File: src/pdm_defines.vh
`ifndef PDM_DEFINES_VH
`define PDM_DEFINES_VH

// ----------------------------------------
// Timing
// ----------------------------------------
`define PDM_CLK_PERIOD_PS 8000
`define PDM_SPIKE_NS 50
// Least time rounds up to whole cycles
`define PDM_SPIKE_CYCLES ((`PDM_SPIKE_NS * 1000 + `PDM_CLK_PERIOD_PS - 1) / `PDM_CLK_PERIOD_PS)
`define PDM_SPIKE_CW 4

// ----------------------------------------
// Port D bit positions
// ----------------------------------------
`define PDM_BIT_SCL 0
`define PDM_BIT_SDA 1
`define PDM_BIT_RX 2
`define PDM_BIT_TX 3
`define PDM_BIT_CAPT_A 4
`define PDM_BIT_XCK 5
`define PDM_BIT_CNT_A 6
`define PDM_BIT_CNT_BYTE 7
`define PDM_NUM_IRQ 4

// ----------------------------------------
// Reset values
// ----------------------------------------
`define PDM_PINS_RST 8'h00
`define PDM_IRQ_RST 4'h0
`define PDM_BIT_RST 1'h0
`define PDM_LINE_IDLE 1'h1

`endif

File: src/pdm_sync.v
`timescale 1ns/100ps

// ----------------------------------------
// Three-stage pin synchroniser
// ----------------------------------------
module pdm_sync #(
  parameter WIDTH = 8
) (
  input wire clk,
  input wire rst,
  input wire [WIDTH-1:0] async_in,
  output reg [WIDTH-1:0] level_q
);

  reg [WIDTH-1:0] s1_q;
  reg [WIDTH-1:0] s2_q;
  reg [WIDTH-1:0] s3_q;

  genvar i;
  generate
    for (i = 0; i < WIDTH; i = i + 1) begin : g_bit
      always @(posedge clk or posedge rst) begin
        if (rst) begin
          s1_q[i] <= 1'h0;
          s2_q[i] <= 1'h0;
          s3_q[i] <= 1'h0;
          level_q[i] <= 1'h0;
        end else begin
          s1_q[i] <= async_in[i];
          s2_q[i] <= s1_q[i];
          s3_q[i] <= s2_q[i];
          // A change counts only once the last two stages agree
          if (s2_q[i] == s3_q[i]) begin
            level_q[i] <= s3_q[i];
          end
        end
      end
    end
  endgenerate

endmodule // pdm_sync

File: src/pdm_spike.v
`timescale 1ns/100ps
`include "pdm_defines.vh"

// ----------------------------------------
// Spike filter for a two-wire bus line
// ----------------------------------------
module pdm_spike #(
  parameter CYCLES = `PDM_SPIKE_CYCLES
) (
  input wire clk,
  input wire rst,
  input wire level_in,
  output reg level_q
);

  reg [`PDM_SPIKE_CW-1:0] cnt_q;
  reg [`PDM_SPIKE_CW-1:0] cnt_d;

  always @* begin
    cnt_d = {`PDM_SPIKE_CW{1'b0}};
    if (level_in != level_q) begin
      cnt_d = cnt_q + 1'b1;
    end
  end

  // Idle bus is high, so the filter starts there
  always @(posedge clk or posedge rst) begin
    if (rst) begin
      cnt_q <= {`PDM_SPIKE_CW{1'b0}};
      level_q <= `PDM_LINE_IDLE;
    end else if (level_in != level_q && cnt_d >= CYCLES[`PDM_SPIKE_CW-1:0]) begin
      cnt_q <= {`PDM_SPIKE_CW{1'b0}};
      level_q <= level_in;
    end else begin
      cnt_q <= cnt_d;
    end
  end

endmodule // pdm_spike

File: src/pdm_mux.v
`timescale 1ns/100ps
`include "pdm_defines.vh"

// Operation
// - Sync clock pin drives clock out when its direction bit set, else takes clock in.
// - Sync clock pin function only in synchronous mode; otherwise plain pin.
// - Transmitter enabled forces tx pin output with transmit data, pull-up off.
// - Receiver enabled forces rx pin input and routes its level to receiver.
// - Forced rx input still gets pull-up from port out bit unless globally disabled.
// - Two-wire enable detaches bit 1, making it the bidirectional data line.
// - Two-wire enable detaches bit 0, making it the bidirectional clock line.
// - Two-wire pin inputs reject pulses shorter than 50 ns.
// - Two-wire pins open drain: value low, direction from line-out, pull-up from out bit.
// - Bit 4 feeds first timer capture input, no overrides.
// - Bit 6 feeds first timer count input, no overrides.
// - Bits 0..3 feed interrupt sources; enabled interrupt forces input buffer on.
// - Clock-out fuse makes port E bit 7 drive divided clock, overriding registers.
// - With clock-out fuse, divided clock keeps driving during reset.
// - Port E bit 7 feeds second timer capture and interrupt source 7.
// - Variants without port E programming pins use MISO/MOSI for programming data.
// - Bit 7 feeds byte timer count input, no overrides.
module pdm_mux #(
  parameter PROG_ON_PORT_E = 0,
  parameter SPIKE_CYCLES = `PDM_SPIKE_CYCLES
) (
  input wire CLK,
  input wire SYS_RST,
  input wire [7:0] PD_OUT_BITS,
  input wire [7:0] PD_DIR_BITS,
  input wire PE7_OUT_BIT,
  input wire PE7_DIR_BIT,
  input wire GLOBAL_PULLUP_DISABLE,
  input wire SLEEP_INPUT_DISABLE,
  input wire SERIAL1_SYNC_MODE,
  input wire SERIAL1_SYNC_CLOCK_OUT,
  input wire SERIAL1_TX_ENABLE,
  input wire SERIAL1_TRANSMIT_LINE,
  input wire SERIAL1_RX_ENABLE,
  input wire TWO_WIRE_ENABLE,
  input wire TWO_WIRE_SDA_OUT,
  input wire TWO_WIRE_SCL_OUT,
  input wire [3:0] EXT_IRQ_ENABLE,
  input wire EXT_IRQ7_ENABLE,
  input wire CLOCK_OUT_FUSE,
  input wire DIVIDED_SYSCLK,
  input wire PROG_MODE,
  input wire PROG_DATA_OUT,
  input wire SPI_MOSI_LEVEL,
  input wire PE0_LEVEL,
  input wire [7:0] PD_PIN_I,
  input wire PE7_PIN_I,
  output reg [7:0] PD_PIN_O,
  output reg [7:0] PD_PIN_OE,
  output reg [7:0] PD_PULLUP_EN,
  output wire PE7_PIN_O,
  output wire PE7_PIN_OE,
  output reg PE7_PULLUP_EN,
  output reg [7:0] PD_PIN_LEVEL,
  output reg PE7_PIN_LEVEL,
  output reg SERIAL1_SYNC_CLOCK_IN,
  output reg SERIAL1_RECEIVE_LINE,
  output reg TWO_WIRE_SDA_IN,
  output reg TWO_WIRE_SCL_IN,
  output reg TIMER_A_CAPTURE_IN,
  output reg TIMER_A_COUNT_IN,
  output reg BYTE_TIMER_COUNT_IN,
  output reg [3:0] EXT_IRQ_SOURCE,
  output reg EXT_IRQ_SOURCE_7,
  output reg TIMER_B_CAPTURE_IN,
  output reg PROG_DATA_IN,
  output reg PROG_MISO_O,
  output reg PROG_MISO_OE,
  output reg PROG_PE1_O,
  output reg PROG_PE1_OE
);

  // ----------------------------------------
  // Input synchronisers and spike filters
  // ----------------------------------------
  wire [7:0] pd_level;
  wire pe7_level;
  wire sda_filt;
  wire scl_filt;

  pdm_sync #(
    .WIDTH(8)
  ) u_sync_pd (
    .clk(CLK),
    .rst(SYS_RST),
    .async_in(PD_PIN_I),
    .level_q(pd_level)
  );

  pdm_sync #(
    .WIDTH(1)
  ) u_sync_pe7 (
    .clk(CLK),
    .rst(SYS_RST),
    .async_in(PE7_PIN_I),
    .level_q(pe7_level)
  );

  // Filters sit after the synchroniser, so they never see a metastable stage
  pdm_spike #(
    .CYCLES(SPIKE_CYCLES)
  ) u_spike_sda (
    .clk(CLK),
    .rst(SYS_RST),
    .level_in(pd_level[`PDM_BIT_SDA]),
    .level_q(sda_filt)
  );

  pdm_spike #(
    .CYCLES(SPIKE_CYCLES)
  ) u_spike_scl (
    .clk(CLK),
    .rst(SYS_RST),
    .level_in(pd_level[`PDM_BIT_SCL]),
    .level_q(scl_filt)
  );

  // ----------------------------------------
  // Override sources per port D pin
  // ----------------------------------------
  reg [7:0] pu_ovr_en;
  reg [7:0] pu_ovr_val;
  reg [7:0] dir_ovr_en;
  reg [7:0] dir_ovr_val;
  reg [7:0] out_ovr_en;
  reg [7:0] out_ovr_val;
  reg [7:0] die_ovr_en;
  reg [7:0] die_ovr_val;
  wire xck_drive;

  assign xck_drive = SERIAL1_SYNC_MODE & PD_DIR_BITS[`PDM_BIT_XCK];

  always @* begin
    // Bits 4, 6 and 7 only listen, so they keep every default
    pu_ovr_en = `PDM_PINS_RST;
    pu_ovr_val = `PDM_PINS_RST;
    dir_ovr_en = `PDM_PINS_RST;
    dir_ovr_val = `PDM_PINS_RST;
    out_ovr_en = `PDM_PINS_RST;
    out_ovr_val = `PDM_PINS_RST;
    die_ovr_en = `PDM_PINS_RST;
    die_ovr_val = `PDM_PINS_RST;

    dir_ovr_en[`PDM_BIT_XCK] = xck_drive;
    dir_ovr_val[`PDM_BIT_XCK] = 1'b1;
    out_ovr_en[`PDM_BIT_XCK] = xck_drive;
    out_ovr_val[`PDM_BIT_XCK] = SERIAL1_SYNC_CLOCK_OUT;

    pu_ovr_en[`PDM_BIT_TX] = SERIAL1_TX_ENABLE;
    pu_ovr_val[`PDM_BIT_TX] = 1'b0;
    dir_ovr_en[`PDM_BIT_TX] = SERIAL1_TX_ENABLE;
    dir_ovr_val[`PDM_BIT_TX] = 1'b1;
    out_ovr_en[`PDM_BIT_TX] = SERIAL1_TX_ENABLE;
    out_ovr_val[`PDM_BIT_TX] = SERIAL1_TRANSMIT_LINE;

    pu_ovr_en[`PDM_BIT_RX] = SERIAL1_RX_ENABLE;
    pu_ovr_val[`PDM_BIT_RX] = PD_OUT_BITS[`PDM_BIT_RX] & ~GLOBAL_PULLUP_DISABLE;
    dir_ovr_en[`PDM_BIT_RX] = SERIAL1_RX_ENABLE;
    dir_ovr_val[`PDM_BIT_RX] = 1'b0;

    // Open drain: the bus line drives low only, the line-out picks direction
    pu_ovr_en[`PDM_BIT_SDA] = TWO_WIRE_ENABLE;
    pu_ovr_val[`PDM_BIT_SDA] = PD_OUT_BITS[`PDM_BIT_SDA] & ~GLOBAL_PULLUP_DISABLE;
    dir_ovr_en[`PDM_BIT_SDA] = TWO_WIRE_ENABLE;
    dir_ovr_val[`PDM_BIT_SDA] = TWO_WIRE_SDA_OUT;
    out_ovr_en[`PDM_BIT_SDA] = TWO_WIRE_ENABLE;
    out_ovr_val[`PDM_BIT_SDA] = 1'b0;

    pu_ovr_en[`PDM_BIT_SCL] = TWO_WIRE_ENABLE;
    pu_ovr_val[`PDM_BIT_SCL] = PD_OUT_BITS[`PDM_BIT_SCL] & ~GLOBAL_PULLUP_DISABLE;
    dir_ovr_en[`PDM_BIT_SCL] = TWO_WIRE_ENABLE;
    dir_ovr_val[`PDM_BIT_SCL] = TWO_WIRE_SCL_OUT;
    out_ovr_en[`PDM_BIT_SCL] = TWO_WIRE_ENABLE;
    out_ovr_val[`PDM_BIT_SCL] = 1'b0;

    // Enabled interrupts keep the input buffer alive even in sleep
    die_ovr_en[`PDM_NUM_IRQ-1:0] = EXT_IRQ_ENABLE;
    die_ovr_val[`PDM_NUM_IRQ-1:0] = {`PDM_NUM_IRQ{1'b1}};
  end

  // ----------------------------------------
  // Per-pin override merge
  // ----------------------------------------
  reg [7:0] pd_o_d;
  reg [7:0] pd_oe_d;
  reg [7:0] pd_pu_d;
  reg [7:0] pd_die;
  reg [7:0] pd_lvl_d;

  genvar i;
  generate
    for (i = 0; i < 8; i = i + 1) begin : g_pin
      always @* begin
        pd_oe_d[i] = dir_ovr_en[i] ? dir_ovr_val[i] : PD_DIR_BITS[i];
        pd_o_d[i] = out_ovr_en[i] ? out_ovr_val[i] : PD_OUT_BITS[i];
        pd_pu_d[i] = pu_ovr_en[i] ? pu_ovr_val[i]
          : (PD_OUT_BITS[i] & ~PD_DIR_BITS[i] & ~GLOBAL_PULLUP_DISABLE);
        pd_die[i] = die_ovr_en[i] ? die_ovr_val[i] : ~SLEEP_INPUT_DISABLE;
        pd_lvl_d[i] = pd_level[i] & pd_die[i];
      end
    end
  endgenerate

  // ----------------------------------------
  // Port E bit 7
  // ----------------------------------------
  wire pe7_die;
  wire pe7_lvl_d;
  wire pe7_pu_d;
  reg pe7_o_q;
  reg pe7_oe_q;

  // Interrupt 7 keeps the buffer alive through sleep
  assign pe7_die = EXT_IRQ7_ENABLE | ~SLEEP_INPUT_DISABLE;
  assign pe7_lvl_d = pe7_level & pe7_die;
  // Pull-up stays off while the pin drives the clock, it would only load it
  assign pe7_pu_d = PE7_OUT_BIT & ~PE7_DIR_BIT & ~GLOBAL_PULLUP_DISABLE & ~CLOCK_OUT_FUSE;

  // The clock passes around the flops so that reset cannot silence it
  assign PE7_PIN_O = CLOCK_OUT_FUSE ? DIVIDED_SYSCLK : pe7_o_q;
  assign PE7_PIN_OE = CLOCK_OUT_FUSE | pe7_oe_q;

  // ----------------------------------------
  // Programming data placement
  // ----------------------------------------
  wire prog_on_e;
  wire prog_in_d;

  assign prog_on_e = (PROG_ON_PORT_E != 0);
  assign prog_in_d = prog_on_e ? PE0_LEVEL : SPI_MOSI_LEVEL;

  // ----------------------------------------
  // Port D pad controls
  // ----------------------------------------
  always @(posedge CLK or posedge SYS_RST) begin
    if (SYS_RST) begin
      PD_PIN_O <= `PDM_PINS_RST;
      PD_PIN_OE <= `PDM_PINS_RST;
      PD_PULLUP_EN <= `PDM_PINS_RST;
      PD_PIN_LEVEL <= `PDM_PINS_RST;
    end else begin
      PD_PIN_O <= pd_o_d;
      PD_PIN_OE <= pd_oe_d;
      PD_PULLUP_EN <= pd_pu_d;
      PD_PIN_LEVEL <= pd_lvl_d;
    end
  end

  // ----------------------------------------
  // Port E bit 7 register path
  // ----------------------------------------
  always @(posedge CLK or posedge SYS_RST) begin
    if (SYS_RST) begin
      pe7_o_q <= `PDM_BIT_RST;
      pe7_oe_q <= `PDM_BIT_RST;
      PE7_PULLUP_EN <= `PDM_BIT_RST;
      PE7_PIN_LEVEL <= `PDM_BIT_RST;
    end else begin
      pe7_o_q <= PE7_OUT_BIT;
      pe7_oe_q <= PE7_DIR_BIT;
      PE7_PULLUP_EN <= pe7_pu_d;
      PE7_PIN_LEVEL <= pe7_lvl_d;
    end
  end

  // ----------------------------------------
  // Serial port inputs
  // ----------------------------------------
  always @(posedge CLK or posedge SYS_RST) begin
    if (SYS_RST) begin
      SERIAL1_SYNC_CLOCK_IN <= `PDM_BIT_RST;
      SERIAL1_RECEIVE_LINE <= `PDM_LINE_IDLE;
    end else begin
      // Clock input only counts when the port is synchronous and a slave
      SERIAL1_SYNC_CLOCK_IN <= SERIAL1_SYNC_MODE & ~xck_drive
        & pd_lvl_d[`PDM_BIT_XCK];
      // Idle-high line while the receiver is off keeps it from framing noise
      SERIAL1_RECEIVE_LINE <= SERIAL1_RX_ENABLE
        ? pd_lvl_d[`PDM_BIT_RX] : `PDM_LINE_IDLE;
    end
  end

  // ----------------------------------------
  // Two-wire bus inputs
  // ----------------------------------------
  always @(posedge CLK or posedge SYS_RST) begin
    if (SYS_RST) begin
      TWO_WIRE_SDA_IN <= `PDM_LINE_IDLE;
      TWO_WIRE_SCL_IN <= `PDM_LINE_IDLE;
    end else begin
      // Bus logic sees an idle bus while the pins belong to the port
      TWO_WIRE_SDA_IN <= TWO_WIRE_ENABLE ? sda_filt : `PDM_LINE_IDLE;
      TWO_WIRE_SCL_IN <= TWO_WIRE_ENABLE ? scl_filt : `PDM_LINE_IDLE;
    end
  end

  // ----------------------------------------
  // Timer and interrupt inputs
  // ----------------------------------------
  always @(posedge CLK or posedge SYS_RST) begin
    if (SYS_RST) begin
      TIMER_A_CAPTURE_IN <= `PDM_BIT_RST;
      TIMER_A_COUNT_IN <= `PDM_BIT_RST;
      BYTE_TIMER_COUNT_IN <= `PDM_BIT_RST;
      EXT_IRQ_SOURCE <= `PDM_IRQ_RST;
      EXT_IRQ_SOURCE_7 <= `PDM_BIT_RST;
      TIMER_B_CAPTURE_IN <= `PDM_BIT_RST;
    end else begin
      TIMER_A_CAPTURE_IN <= pd_lvl_d[`PDM_BIT_CAPT_A];
      TIMER_A_COUNT_IN <= pd_lvl_d[`PDM_BIT_CNT_A];
      BYTE_TIMER_COUNT_IN <= pd_lvl_d[`PDM_BIT_CNT_BYTE];
      EXT_IRQ_SOURCE <= pd_lvl_d[`PDM_NUM_IRQ-1:0];
      EXT_IRQ_SOURCE_7 <= pe7_lvl_d;
      TIMER_B_CAPTURE_IN <= pe7_lvl_d;
    end
  end

  // ----------------------------------------
  // Programming data
  // ----------------------------------------
  // Only one placement exists per variant, so the other pair's enable stays low while its data still follows
  always @(posedge CLK or posedge SYS_RST) begin
    if (SYS_RST) begin
      PROG_DATA_IN <= `PDM_BIT_RST;
      PROG_MISO_O <= `PDM_BIT_RST;
      PROG_MISO_OE <= `PDM_BIT_RST;
      PROG_PE1_O <= `PDM_BIT_RST;
      PROG_PE1_OE <= `PDM_BIT_RST;
    end else begin
      PROG_DATA_IN <= PROG_MODE & prog_in_d;
      PROG_MISO_O <= PROG_DATA_OUT;
      PROG_MISO_OE <= PROG_MODE & ~prog_on_e;
      PROG_PE1_O <= PROG_DATA_OUT;
      PROG_PE1_OE <= PROG_MODE & prog_on_e;
    end
  end

endmodule // pdm_mux

File: config.mk
export PLATFORM = sky130hd
export DESIGN_NAME = pdm_mux
export DESIGN_NICKNAME = d
export VERILOG_FILES = /design/src/pdm_sync.v /design/src/pdm_spike.v /design/src/pdm_mux.v
export VERILOG_INCLUDE_DIRS = /design/src
export SDC_FILE = /design/constraint.sdc
export NUM_CORES = 1
export LEC_CHECK = 0
export BUFFER_PORTS_ARGS = -buffer_cell sky130_fd_sc_hd__buf_2
export CAP_MARGIN = 20
export CORE_ASPECT_RATIO = 0.7
export CORE_MARGIN = 2
export CORE_UTILIZATION = 52
export CTS_CLUSTER_SIZE = 16
export DETAILED_ROUTE_END_ITERATION = 10
export PLACE_DENSITY = 0.83
export SLEW_MARGIN = 25
export SYNTH_ARGS = -nofsm -noshare
export SYNTH_HDL_FRONTEND = slang
export SYNTH_SLANG_ARGS = --single-unit
File: constraint.sdc
create_clock -name CLK -period 8.6 [get_ports CLK]
set_input_delay 1.29 -clock CLK [delete_from_list [all_inputs] [get_ports CLK]]
set_output_delay 1.29 -clock CLK [all_outputs]
set_load 0.05 [all_outputs]
==> key figures, run 1 <==
Logic synthesis
  • Yosys cell types: 30
  • Asr flop ratio synth: 100.0%
  • Post-Syn Instances: around 180
  • Synth top area share: 72.32%
  • Synthesized area: 2907 um^2
  • Number of synthesized flops with an enable pin: 0
  • Post-synthesis sequential area ratio: 76.84%
  • Ys flop type: dfrtp_1
  • Synth cell count leaders: dfrtp_1, buf_4, nor2b_1
  • Most common cell in the synthesized netlist: dfrtp_1
  • Post-synthesis sequential element count: between 80 and 90
  • Area leader, netlist: dfrtp_1
  • Mean Syn Cell Area: between 15 and 20 um^2
  • Yosys warns: 0
  • Synth area leaders: dfrtp_1, dfstp_2, maj3_1

Clock network
  • Clock transition at path regs: roughly 0.08 ns
  • CTS tree: done
  • Clk sink count: 89
  • Longest Clk Path Bufs: 2
  • Num CTS Buffers: 9
  • Post CTS Setup Buffer Count: 0
  • Cts repair resizes: 0
  • Root Driver: clkbuf_8
  • Htree depth: 3
  • Clk_lat worst skew: between 0.3 and 0.4 ns
  • Post-cts hold buffer count: 0

Critical path
  • WP buf/inv: 2
  • Max FO, Critical Path: 3
  • Worst Path Arrival: roughly 1.9 ns
  • CP Launch Type: primary input
  • Slowest stage cell, crit path: mux2_2
  • Worst EP required: 7.31 ns
  • Crit-path most repeated cell: buf_2
  • WS Path Type: primary input to primary output
  • Cell family with most CP delay: multiplexers
  • Slowest stage delay, CP: 0.32 ns
  • Crit path cell chain: buf_2 > mux2_2 > buf_2
  • Crit path capture type: primary output

Layout
  • Multi-input gate area: approximately 580 um^2
  • ANT cells: 0
  • Fillers: 399
  • Proportion of layout cells with a drive suffix above 1: approximately 44%
  • FF+latch area: between 2000 and 2500 um^2
  • Area grow syn2layout: 25.61%
  • Layout net count: between 300 and 400

Global routing
  • Largest net degree at the start of global routing: 90
  • Number of global-route vias before repair: roughly 1700
  • Initial antenna violation count: 0
  • First-pass GRT wire length: ~8000 um
  • GRT overflow: 0
  • Total track usage: between 10% and 20%

Power
  • VDD IR max: between 0.15 and 0.2 mV
  • Pwr Density: approximately 240 nW/um^2
  • Leak Pwr: 1.842 nW

STA
  • Final hold vios: 0
  • Setup Skew: roughly 0.0057 ns
  • Slew Viols, Final: 0
  • Fmax: ~310 MHz
  • RSZ-0062 raised after global routing: false
  • Final period util: a little under two fifths
  • Min Hold Slack: roughly 0.35 ns
  • Setup_tns: 0 ns
  • Slew @ Worst Pin: roughly 0.74 ns
  • # setup viols final: 0
  • Minimum clock period: roughly 3.2 ns
  • Max-slew headroom: 50.44%

Detailed routing
  • DRT Wirelength: 4962 um
  • Wire length per cell: around 14 um
  • Drt pass-1 iters: 2
  • Drt via density: between 4 and 5
  • Iter 0 DRT Violations: 53
  • Residual DRC: 0
  • Antenna-violating nets left: 0
  • Detailed-route via count: approximately 1700

Placed design
  • GP Congestion: 0.6771
  • Detailed placement HPWL: about 3500 um
  • Buffers on Ports: approximately 100

Floorplan
  • Ports: 104
  • Die area: around 6200 um^2
  • Die width: between 90 and 100 um
  • Core Area: 5313 um^2
  • Starting Density: between 50% and 60%
  • Num rows: 22
  • Die Ht: roughly 67 um

Job
  • Maxcap violations: 0

Worst hold path
  • Hold Path Class: flip-flop to flip-flop

Outcome
  • Outcome: finished, final reports clean
==> state kept, by name (all words and copies together) (netlist names), 4 cells and up <==
| signal | count |
|---|---|
| PD_PULLUP_EN | 8 |
| PD_PIN_OE | 8 |
| u_sync_pd.s1_q | 8 |
| u_sync_pd.s2_q | 8 |
| u_sync_pd.s3_q | 8 |
| PD_PIN_O | 8 |
| PD_PIN_LEVEL | 7 |
| u_spike_sda.cnt_q | 4 |
| u_sync_pd.level_q | 8 |
| u_spike_scl.cnt_q | 4 |
==> cells by family (layout without fill, tap and decap cells) <==
group / count (synthesis) / in the layout / synth area share, %
flip-flops: 89 / 89 / 76.84
multiplexers: 5 / 5 / 2.066
AND/OR/NAND/NOR: 43 / 43 / 8.653
buffers and inverters: 16 / 121 / 3.487
adder cells (fa/ha/maj): 11 / 11 / 3.960
XOR/XNOR: 8 / 8 / 2.411
other: 1 / 3 / 0.1290
AO/OA/AOI/OAI: 10 / 10 / 2.454
==> final cells by class <==
class | instances | area share [%]
Clock buffer | 10 | 3.496
Inverter | 3 | 0.3427
Tap cell | 72 | 2.467
Clock inverter | 6 | 2.502
Timing Repair Buffer | 102 | 14.15
Multi-Input combinational cell | 80 | 15.87
Sequential cell | 89 | 61.17
==> metal layers <==
layer  up-vias  GRT usage [%]  routed length [um]  share of wire [%]
met3         4          9.615                 628                 13
met4         0          7.169                  55                1.1
li1        788              -                   -                  -
met2        85          27.34                2331                 47
met5         -              0                   0                  0
met1       804          21.62                1948                 39
==> worst paths after layout <==
path                                           start                    to  slack, ns  depth (start not counted)
worst min-delay path               u_sync_pd.s1_q[2]     u_sync_pd.s2_q[2]       0.35                          0
worst min register to register     u_sync_pd.s1_q[2]     u_sync_pd.s2_q[2]       0.35                          0
worst max register to register  u_spike_sda.cnt_q[0]   u_spike_sda.level_q       7.14                          5
max in group asynchronous                    SYS_RST  u_spike_scl.cnt_q[3]       6.95                          3
min in group asynchronous                    SYS_RST          PD_PIN_OE[6]       1.15                          3
worst max-delay path                  CLOCK_OUT_FUSE             PE7_PIN_O       5.39                          3
==> power breakdown <==
group          leakage (nW)  switching (mW)  internal (mW)
Combinational         0.658          0.0937         0.0359
Clock                 0.111           0.136          0.165
Sequential             1.07          0.0138          0.448
==> per-stage QoR <==
step / setup WS, ns / cell area [um^2] / utilization [%] / power [mW] / std cells
6_report: 5.391 / 3651 / 68.72 / 0.8927 / 362
4_1_cts: 5.387 / 3647 / 68.65 / 0.9074 / 362
3_5_place_dp: 5.388 / 3428 / 64.53 / 0.6005 / 346
5_1_grt: 5.378 / 3651 / 68.72 / 0.9369 / 362
2_1_floorplan: 5.011 / 2914 / - / 0.5672 / 185
3_3_place_gp: 5.392 / 3428 / 64.53 / 0.5965 / 346
==> layout by cell type, fill, tap and decap left out, drive strengths merged, types with 2 or more instances in the layout <==
master / n
a21o: 2
buf: 102
bufinv: 2
clkbuf: 10
clkinv: 4
conb: 3
dfrtp: 84
dfstp: 5
ha: 2
inv: 3
maj3: 9
mux2: 5
nand2: 8
nand2b: 3
nand3: 2
nor2: 3
nor2b: 10
nor3: 3
nor3b: 8
o21a: 5
or2: 2
xor2: 7
(Power assumes the default switching activity.)
==> inputs of run 2 (changes only) <==
Settings changed: ABC_AREA set to 1, CORE_UTILIZATION 52 to 44, PLACE_DENSITY 0.83 to 0.75.
Clock period 8.6 ns to 2.65 ns, I/O delays scaled along.
==> key figures, run 2 <==
Placed design
  • GP Congestion: around 0.69
  • Detailed placement HPWL: ~3900 um
  • Buffers on Ports: between 100 and 150

Layout
  • Fillers: a little under 600
  • Commonest non-fill, non-tap cell in the layout: buf_2
  • FF+latch area: ~2200 um^2
  • Area grow syn2layout: 24.77%
  • Multi-input gate area: roughly 540 um^2
  • Most frequent cells in the layout: buf_2, dfrtp_1, nand2_1
  • ANT cells: 0
  • Final core occ: approximately 56%
  • Proportion of layout cells with a drive suffix above 1: 38.37%
  • Layout net count: 391

Critical path
  • Crit path capture type: primary output
  • WS Path Type: flip-flop to primary output
  • Max FO, Critical Path: 1
  • Worst Path Arrival: roughly 1.2 ns
  • R2R depth: 6
  • CP Launch Type: flip-flop
  • R2R Setup Slk: 1.38 ns
  • Worst EP required: roughly 2.3 ns

Clock network
  • Clk sink count: 89
  • Post-cts hold buffer count: 0
  • Clock transition at path regs: roughly 0.09 ns
  • Post CTS Setup Buffer Count: 0
  • Root Driver: clkbuf_8
  • Htree depth: 3
  • Longest Clk Path Bufs: 2
  • Num CTS Buffers: 9
  • CTS tree: done
  • Clk_lat worst skew: ~0.36 ns
  • Cts repair resizes: 0

Global routing
  • First-pass GRT wire length: between 8000 and 9000 um
  • Initial antenna violation count: 0
  • Largest net degree at the start of global routing: 55
  • Number of global-route vias before repair: just under 2000
  • Total track usage: 15.88%
  • GRT overflow: 0

Logic synthesis
  • Number of synthesized flops with an enable pin: 0
  • Synth area leaders: dfrtp_1, nand2_1, dfstp_2
  • Synth top area share: a little over 70%
  • Mean Syn Cell Area: 12.54 um^2
  • Most common cell in the synthesized netlist: dfrtp_1
  • Post-synthesis sequential element count: 89
  • Asr flop ratio synth: 100.0%
  • Synthesized area: about 3000 um^2
  • Post-synthesis sequential area ratio: 74.81%
  • Ys flop type: dfrtp_1
  • Post-Syn Instances: around 240
  • Synth cell count leaders: dfrtp_1, nand2_1, inv_1
  • Yosys cell types: 23
  • Yosys warns: 0
  • Area leader, netlist: dfrtp_1

Power
  • Pwr Density: 732.5 nW/um^2
  • Leak Pwr: ~2 nW
  • VDD IR max: about 0.39 mV

Detailed routing
  • Iter 0 DRT Violations: 60
  • Detailed-route via count: about 1900
  • Residual DRC: 0
  • DRT Wirelength: ~5300 um
  • Antenna-violating nets left: 0
  • Drt via density: roughly 4.3
  • Drt pass-1 iters: 4
  • Wire length per cell: approximately 12 um

STA
  • Slew @ Worst Pin: around 0.76 ns
  • RSZ-0062 raised after global routing: false
  • Max-slew headroom: a little under 50%
  • # setup viols final: 0
  • Setup Skew: 0.006739 ns
  • Final period util: 60.50%
  • Minimum clock period: about 1.6 ns
  • Final hold vios: 0
  • Slew Viols, Final: 0
  • Setup_tns: 0 ns
  • Fmax: between 600 and 700 MHz

Worst hold path
  • WHS Path Cells: 1
  • Hold Path Class: primary input to flip-flop

Outcome
  • Outcome: finished, final reports clean

Floorplan
  • Die area: roughly 7500 um^2
  • Starting Density: between 40 and 50%
  • Die width: roughly 100 um
  • Core Area: about 6700 um^2
  • Die Ht: roughly 73 um
  • Num rows: 25
  • Ports: approximately 100

Job
  • Maxcap violations: 0
## run 2: changes by cell type in the layout (fill, tap and decap cells not counted), sizes merged, moves of 3 or more
cell    delta
o21a       -5
a21oi      +3
nand2     +35
nand3      +8
mux2       -5
nor2b     -10
nor3b      -4
nor2      +16
inv       +30
nand2b     -3
xor2       -7
## run 2: stage by stage
step                      worst slack (ns)  area [um^2]  std cells  hold slack [ns]  total power, mW
after global placement               1.259         3545        422           0.3313            1.925
after global routing                0.9992         3725        438           0.1064            2.870
after CTS                            1.028         3725        438           0.1106            2.778
final                                1.047         3725        438           0.1357            2.728
after detailed placement             1.250         3545        422           0.3355            1.940
after floorplan                      1.221         2997        240           0.3312            1.829
## run 2: per-layer routing
| layer | routed length (um) | vias to the layer above | track usage (%) |
|---|---|---|---|
| li1 | - | 910 | - |
| met1 | 2134 | 913 | 18.28 |
| met2 | 2714 | 60 | 26.07 |
| met3 | 408 | 10 | 7.567 |
| met4 | 79 | 0 | 5.778 |
| met5 | 0 | - | 0 |
## run 2: where the power goes
part	internal, mW	switching [mW]	total [mW]
Sequential	1.45	0.0409	1.49
Combinational	0.103	0.315	0.418
Clock	0.348	0.475	0.822
## run 2: critical path, cell delays in order, from the launching register on
cell and delay (ns):
dfrtp_1 0.37, or2_2 0.27, buf_2 0.21
## run 2: final cells by class
type	instances	area share, %
clock buffer	9	3.326
tap	94	3.158
clock inverter	7	1.512
multi-input combinational	104	14.51
inverter	33	3.426
timing repair buffer	102	14.11
sequential	89	59.96
## run 2: kinds of logic (layout without fill, tap and decap cells)
| group | Yosys count | count (layout) | synth area share (%) |
|---|---|---|---|
| adder cells (fa/ha/maj) | 11 | 11 | 3.856 |
| flip-flops | 89 | 89 | 74.81 |
| AO/OA/AOI/OAI | 6 | 6 | 1.173 |
| other | 1 | 3 | 0.1256 |
| AND/OR/NAND/NOR | 84 | 84 | 12.70 |
| buffers and inverters | 47 | 151 | 7.334 |
## run 2: worst paths after layout
path                                            from                    to
worst max-delay path                        pe7_oe_q            PE7_PIN_OE
worst min-delay path                     PD_PIN_I[6]     u_sync_pd.s1_q[6]
worst max register to register  u_spike_sda.cnt_q[0]  u_spike_sda.cnt_q[0]
worst min register to register     u_sync_pd.s1_q[1]     u_sync_pd.s2_q[1]
max in group asynchronous                    SYS_RST   u_spike_sda.level_q
min in group asynchronous                    SYS_RST     u_sync_pd.s1_q[7]
==> inputs of run 3 (changes only) <==
Settings changed: CORE_UTILIZATION 44 to 49, PLACE_DENSITY 0.75 to 0.79.
Clock period 2.65 ns to 1.62 ns, I/O delays scaled along.
==> key figures, run 3 (same netlist as run 2, synthesis figures left out) <==
Outcome
  • Outcome: finished with violations
  • Failing checks: hold timing

Worst hold path
  • Hold Path Class: primary input to asynchronous set/reset pin

Clock network
  • Longest Clk Path Bufs: 2
  • Cts repair resizes: 0
  • Clk sink count: 89
  • CTS tree: done
  • Clk_lat worst skew: around 0.35 ns
  • Clock transition at path regs: approximately 0.090 ns
  • Post CTS Setup Buffer Count: 0
  • Post-cts hold buffer count: 19
  • Num CTS Buffers: 9
  • Root Driver: clkbuf_8
  • Htree depth: 3

Power
  • Clock Power Share: 30.5%
  • Internal power: roughly 3.2 mW
  • Combinational power share: 15.9%
  • VDD IR max: 0.7385 mV
  • Pwr Density: between 1000 and 1500 nW/um^2
  • Leak Pwr: 2.082 nW
  • Sw Pwr: 1.386 mW
  • Reg power frac: 53.6%
  • Net Sw Frac: between 30% and 40%

Global routing
  • Number of global-route vias before repair: approximately 2100
  • Total track usage: 17.75%
  • GRT overflow: 0
  • Initial antenna violation count: 0
  • Largest net degree at the start of global routing: 90
  • First-pass GRT wire length: just over 9000 um

Layout
  • Layout net count: 411
  • Layout Cells excl Fill: between 400 and 500
  • Most frequent cells in the layout: buf_2, dfrtp_1, nand2_1
  • Commonest non-fill, non-tap cell in the layout: buf_2
  • ANT cells: 0
  • Fillers: about 450
  • Proportion of layout cells with a drive suffix above 1: 36.26%
  • Area grow syn2layout: 30.76%

Floorplan
  • Num rows: 23
  • Ports: 104
  • Die width: roughly 97 um
  • Die Ht: slightly below 70 um
  • Die area: 6743 um^2
  • Starting Density: around 51%
  • Core Area: 5813 um^2

Critical path
  • Max FO, Critical Path: 1
  • Crit path cell chain: or2_2 > buf_2
  • Worst Path Arrival: about 1.2 ns
  • Cell family with most CP delay: flip-flops
  • Crit path capture type: primary output
  • CP Launch Type: flip-flop
  • Slowest stage delay, CP: 0.37 ns
  • Worst EP required: between 1 and 1.5 ns
  • WS Path Type: flip-flop to primary output
  • WP buf/inv: 1
  • Slowest stage cell, crit path: dfrtp_1

STA
  • Setup Skew: around 0.009 ns
  • Final hold vios: 4
  • RSZ-0062 raised after global routing: false
  • # setup viols final: 0
  • Min Hold Slack: -0.01773 ns
  • Fmax: 691.9 MHz
  • Setup_tns: 0 ns
  • Slew Viols, Final: 0
  • Final period util: approximately nine tenths
  • Minimum clock period: about 1.4 ns

Detailed routing
  • Antenna-violating nets left: 0
  • Drt pass-1 iters: 6
  • Drt via density: between 4 and 5
  • Detailed-route via count: between 1500 and 2000
  • Wire length per cell: ~12 um
  • DRT Wirelength: approximately 5400 um
  • Residual DRC: 0
  • Iter 0 DRT Violations: 66

Placed design
  • Buffers on Ports: approximately 100
  • Placed Cells: between 400 and 500
  • GP Congestion: 0.6792
  • Detailed placement HPWL: 3608 um

Job
  • Maxcap violations: 0
## run 3: changes by cell type in the layout (fill, tap and decap cells not counted), sizes merged
cell         previous run  this run
clkinv                  5         1
dlygate4sd3             0        20
inv                    33        37
## run 3: path summary, 6_finish.rpt
check	endpoint	slack, ns	cells after the start	startpoint
worst max-delay path	PE7_PIN_OE	0.17	2	pe7_oe_q
worst min-delay path	pe7_o_q	-0.02	3	SYS_RST
worst max register to register	u_spike_sda.cnt_q[0]	0.37	6	u_spike_sda.cnt_q[0]
worst min register to register	u_sync_pd.s2_q[0]	0.35	0	u_sync_pd.s1_q[0]
max in group asynchronous	TWO_WIRE_SDA_IN	1.21	3	SYS_RST
min in group CLK	SERIAL1_RECEIVE_LINE	0.04	2	SERIAL1_RX_ENABLE
## run 3: worst min-delay path: stages
cell and delay [ns]:
buf_2 0.11, clkinvlp_4 0.08, buf_12 0.33
## run 3: layout make-up
| cell class | instances | area, um^2 | area share, % |
|---|---|---|---|
| repair buffers | 122 | 725.7 | 18.59 |
| clock inverters | 7 | 58.81 | 1.506 |
| well taps | 75 | 93.84 | 2.404 |
| clock buffers | 9 | 123.9 | 3.173 |
| inverters | 33 | 127.6 | 3.269 |
| flip-flops and latches | 89 | 2233 | 57.21 |
| multi-input cells | 104 | 540.5 | 13.85 |
## run 3: stage by stage
stage / cell area [um^2] / util, % / setup slack [ns] / hold WS [ns] / power [mW]
floorplan: 2997 / - / 0.3453 / 0.2744 / 2.991
global placement: 3521 / 60.57 / 0.4135 / 0.3320 / 3.148
detailed placement: 3521 / 60.57 / 0.3840 / 0.3347 / 3.166
CTS: 3894 / 66.98 / 0.1632 / 0.004867 / 4.596
global route: 3904 / 67.15 / 0.1118 / 0.006889 / 4.773
finish: 3904 / 67.15 / 0.1748 / -0.01773 / 4.540
## run 3: metal layers
metal  up-vias  track usage, %  part of all wire, %
li1        959               -                    -
met1       926           20.45                   40
met2        67           29.78                   51
met3         7           8.972                  7.6
met4         0           4.630                 0.89
met5         -               0                    0
## run 3: power groups by stage
stage | clock (mW) | sequential (mW) | combinational, mW
floorplan | 0 | 2.70 | 0.295
global placement | 0 | 2.47 | 0.678
detailed placement | 0 | 2.48 | 0.689
CTS | 1.44 | 2.43 | 0.725
global route | 1.54 | 2.45 | 0.779
finish | 1.39 | 2.43 | 0.721
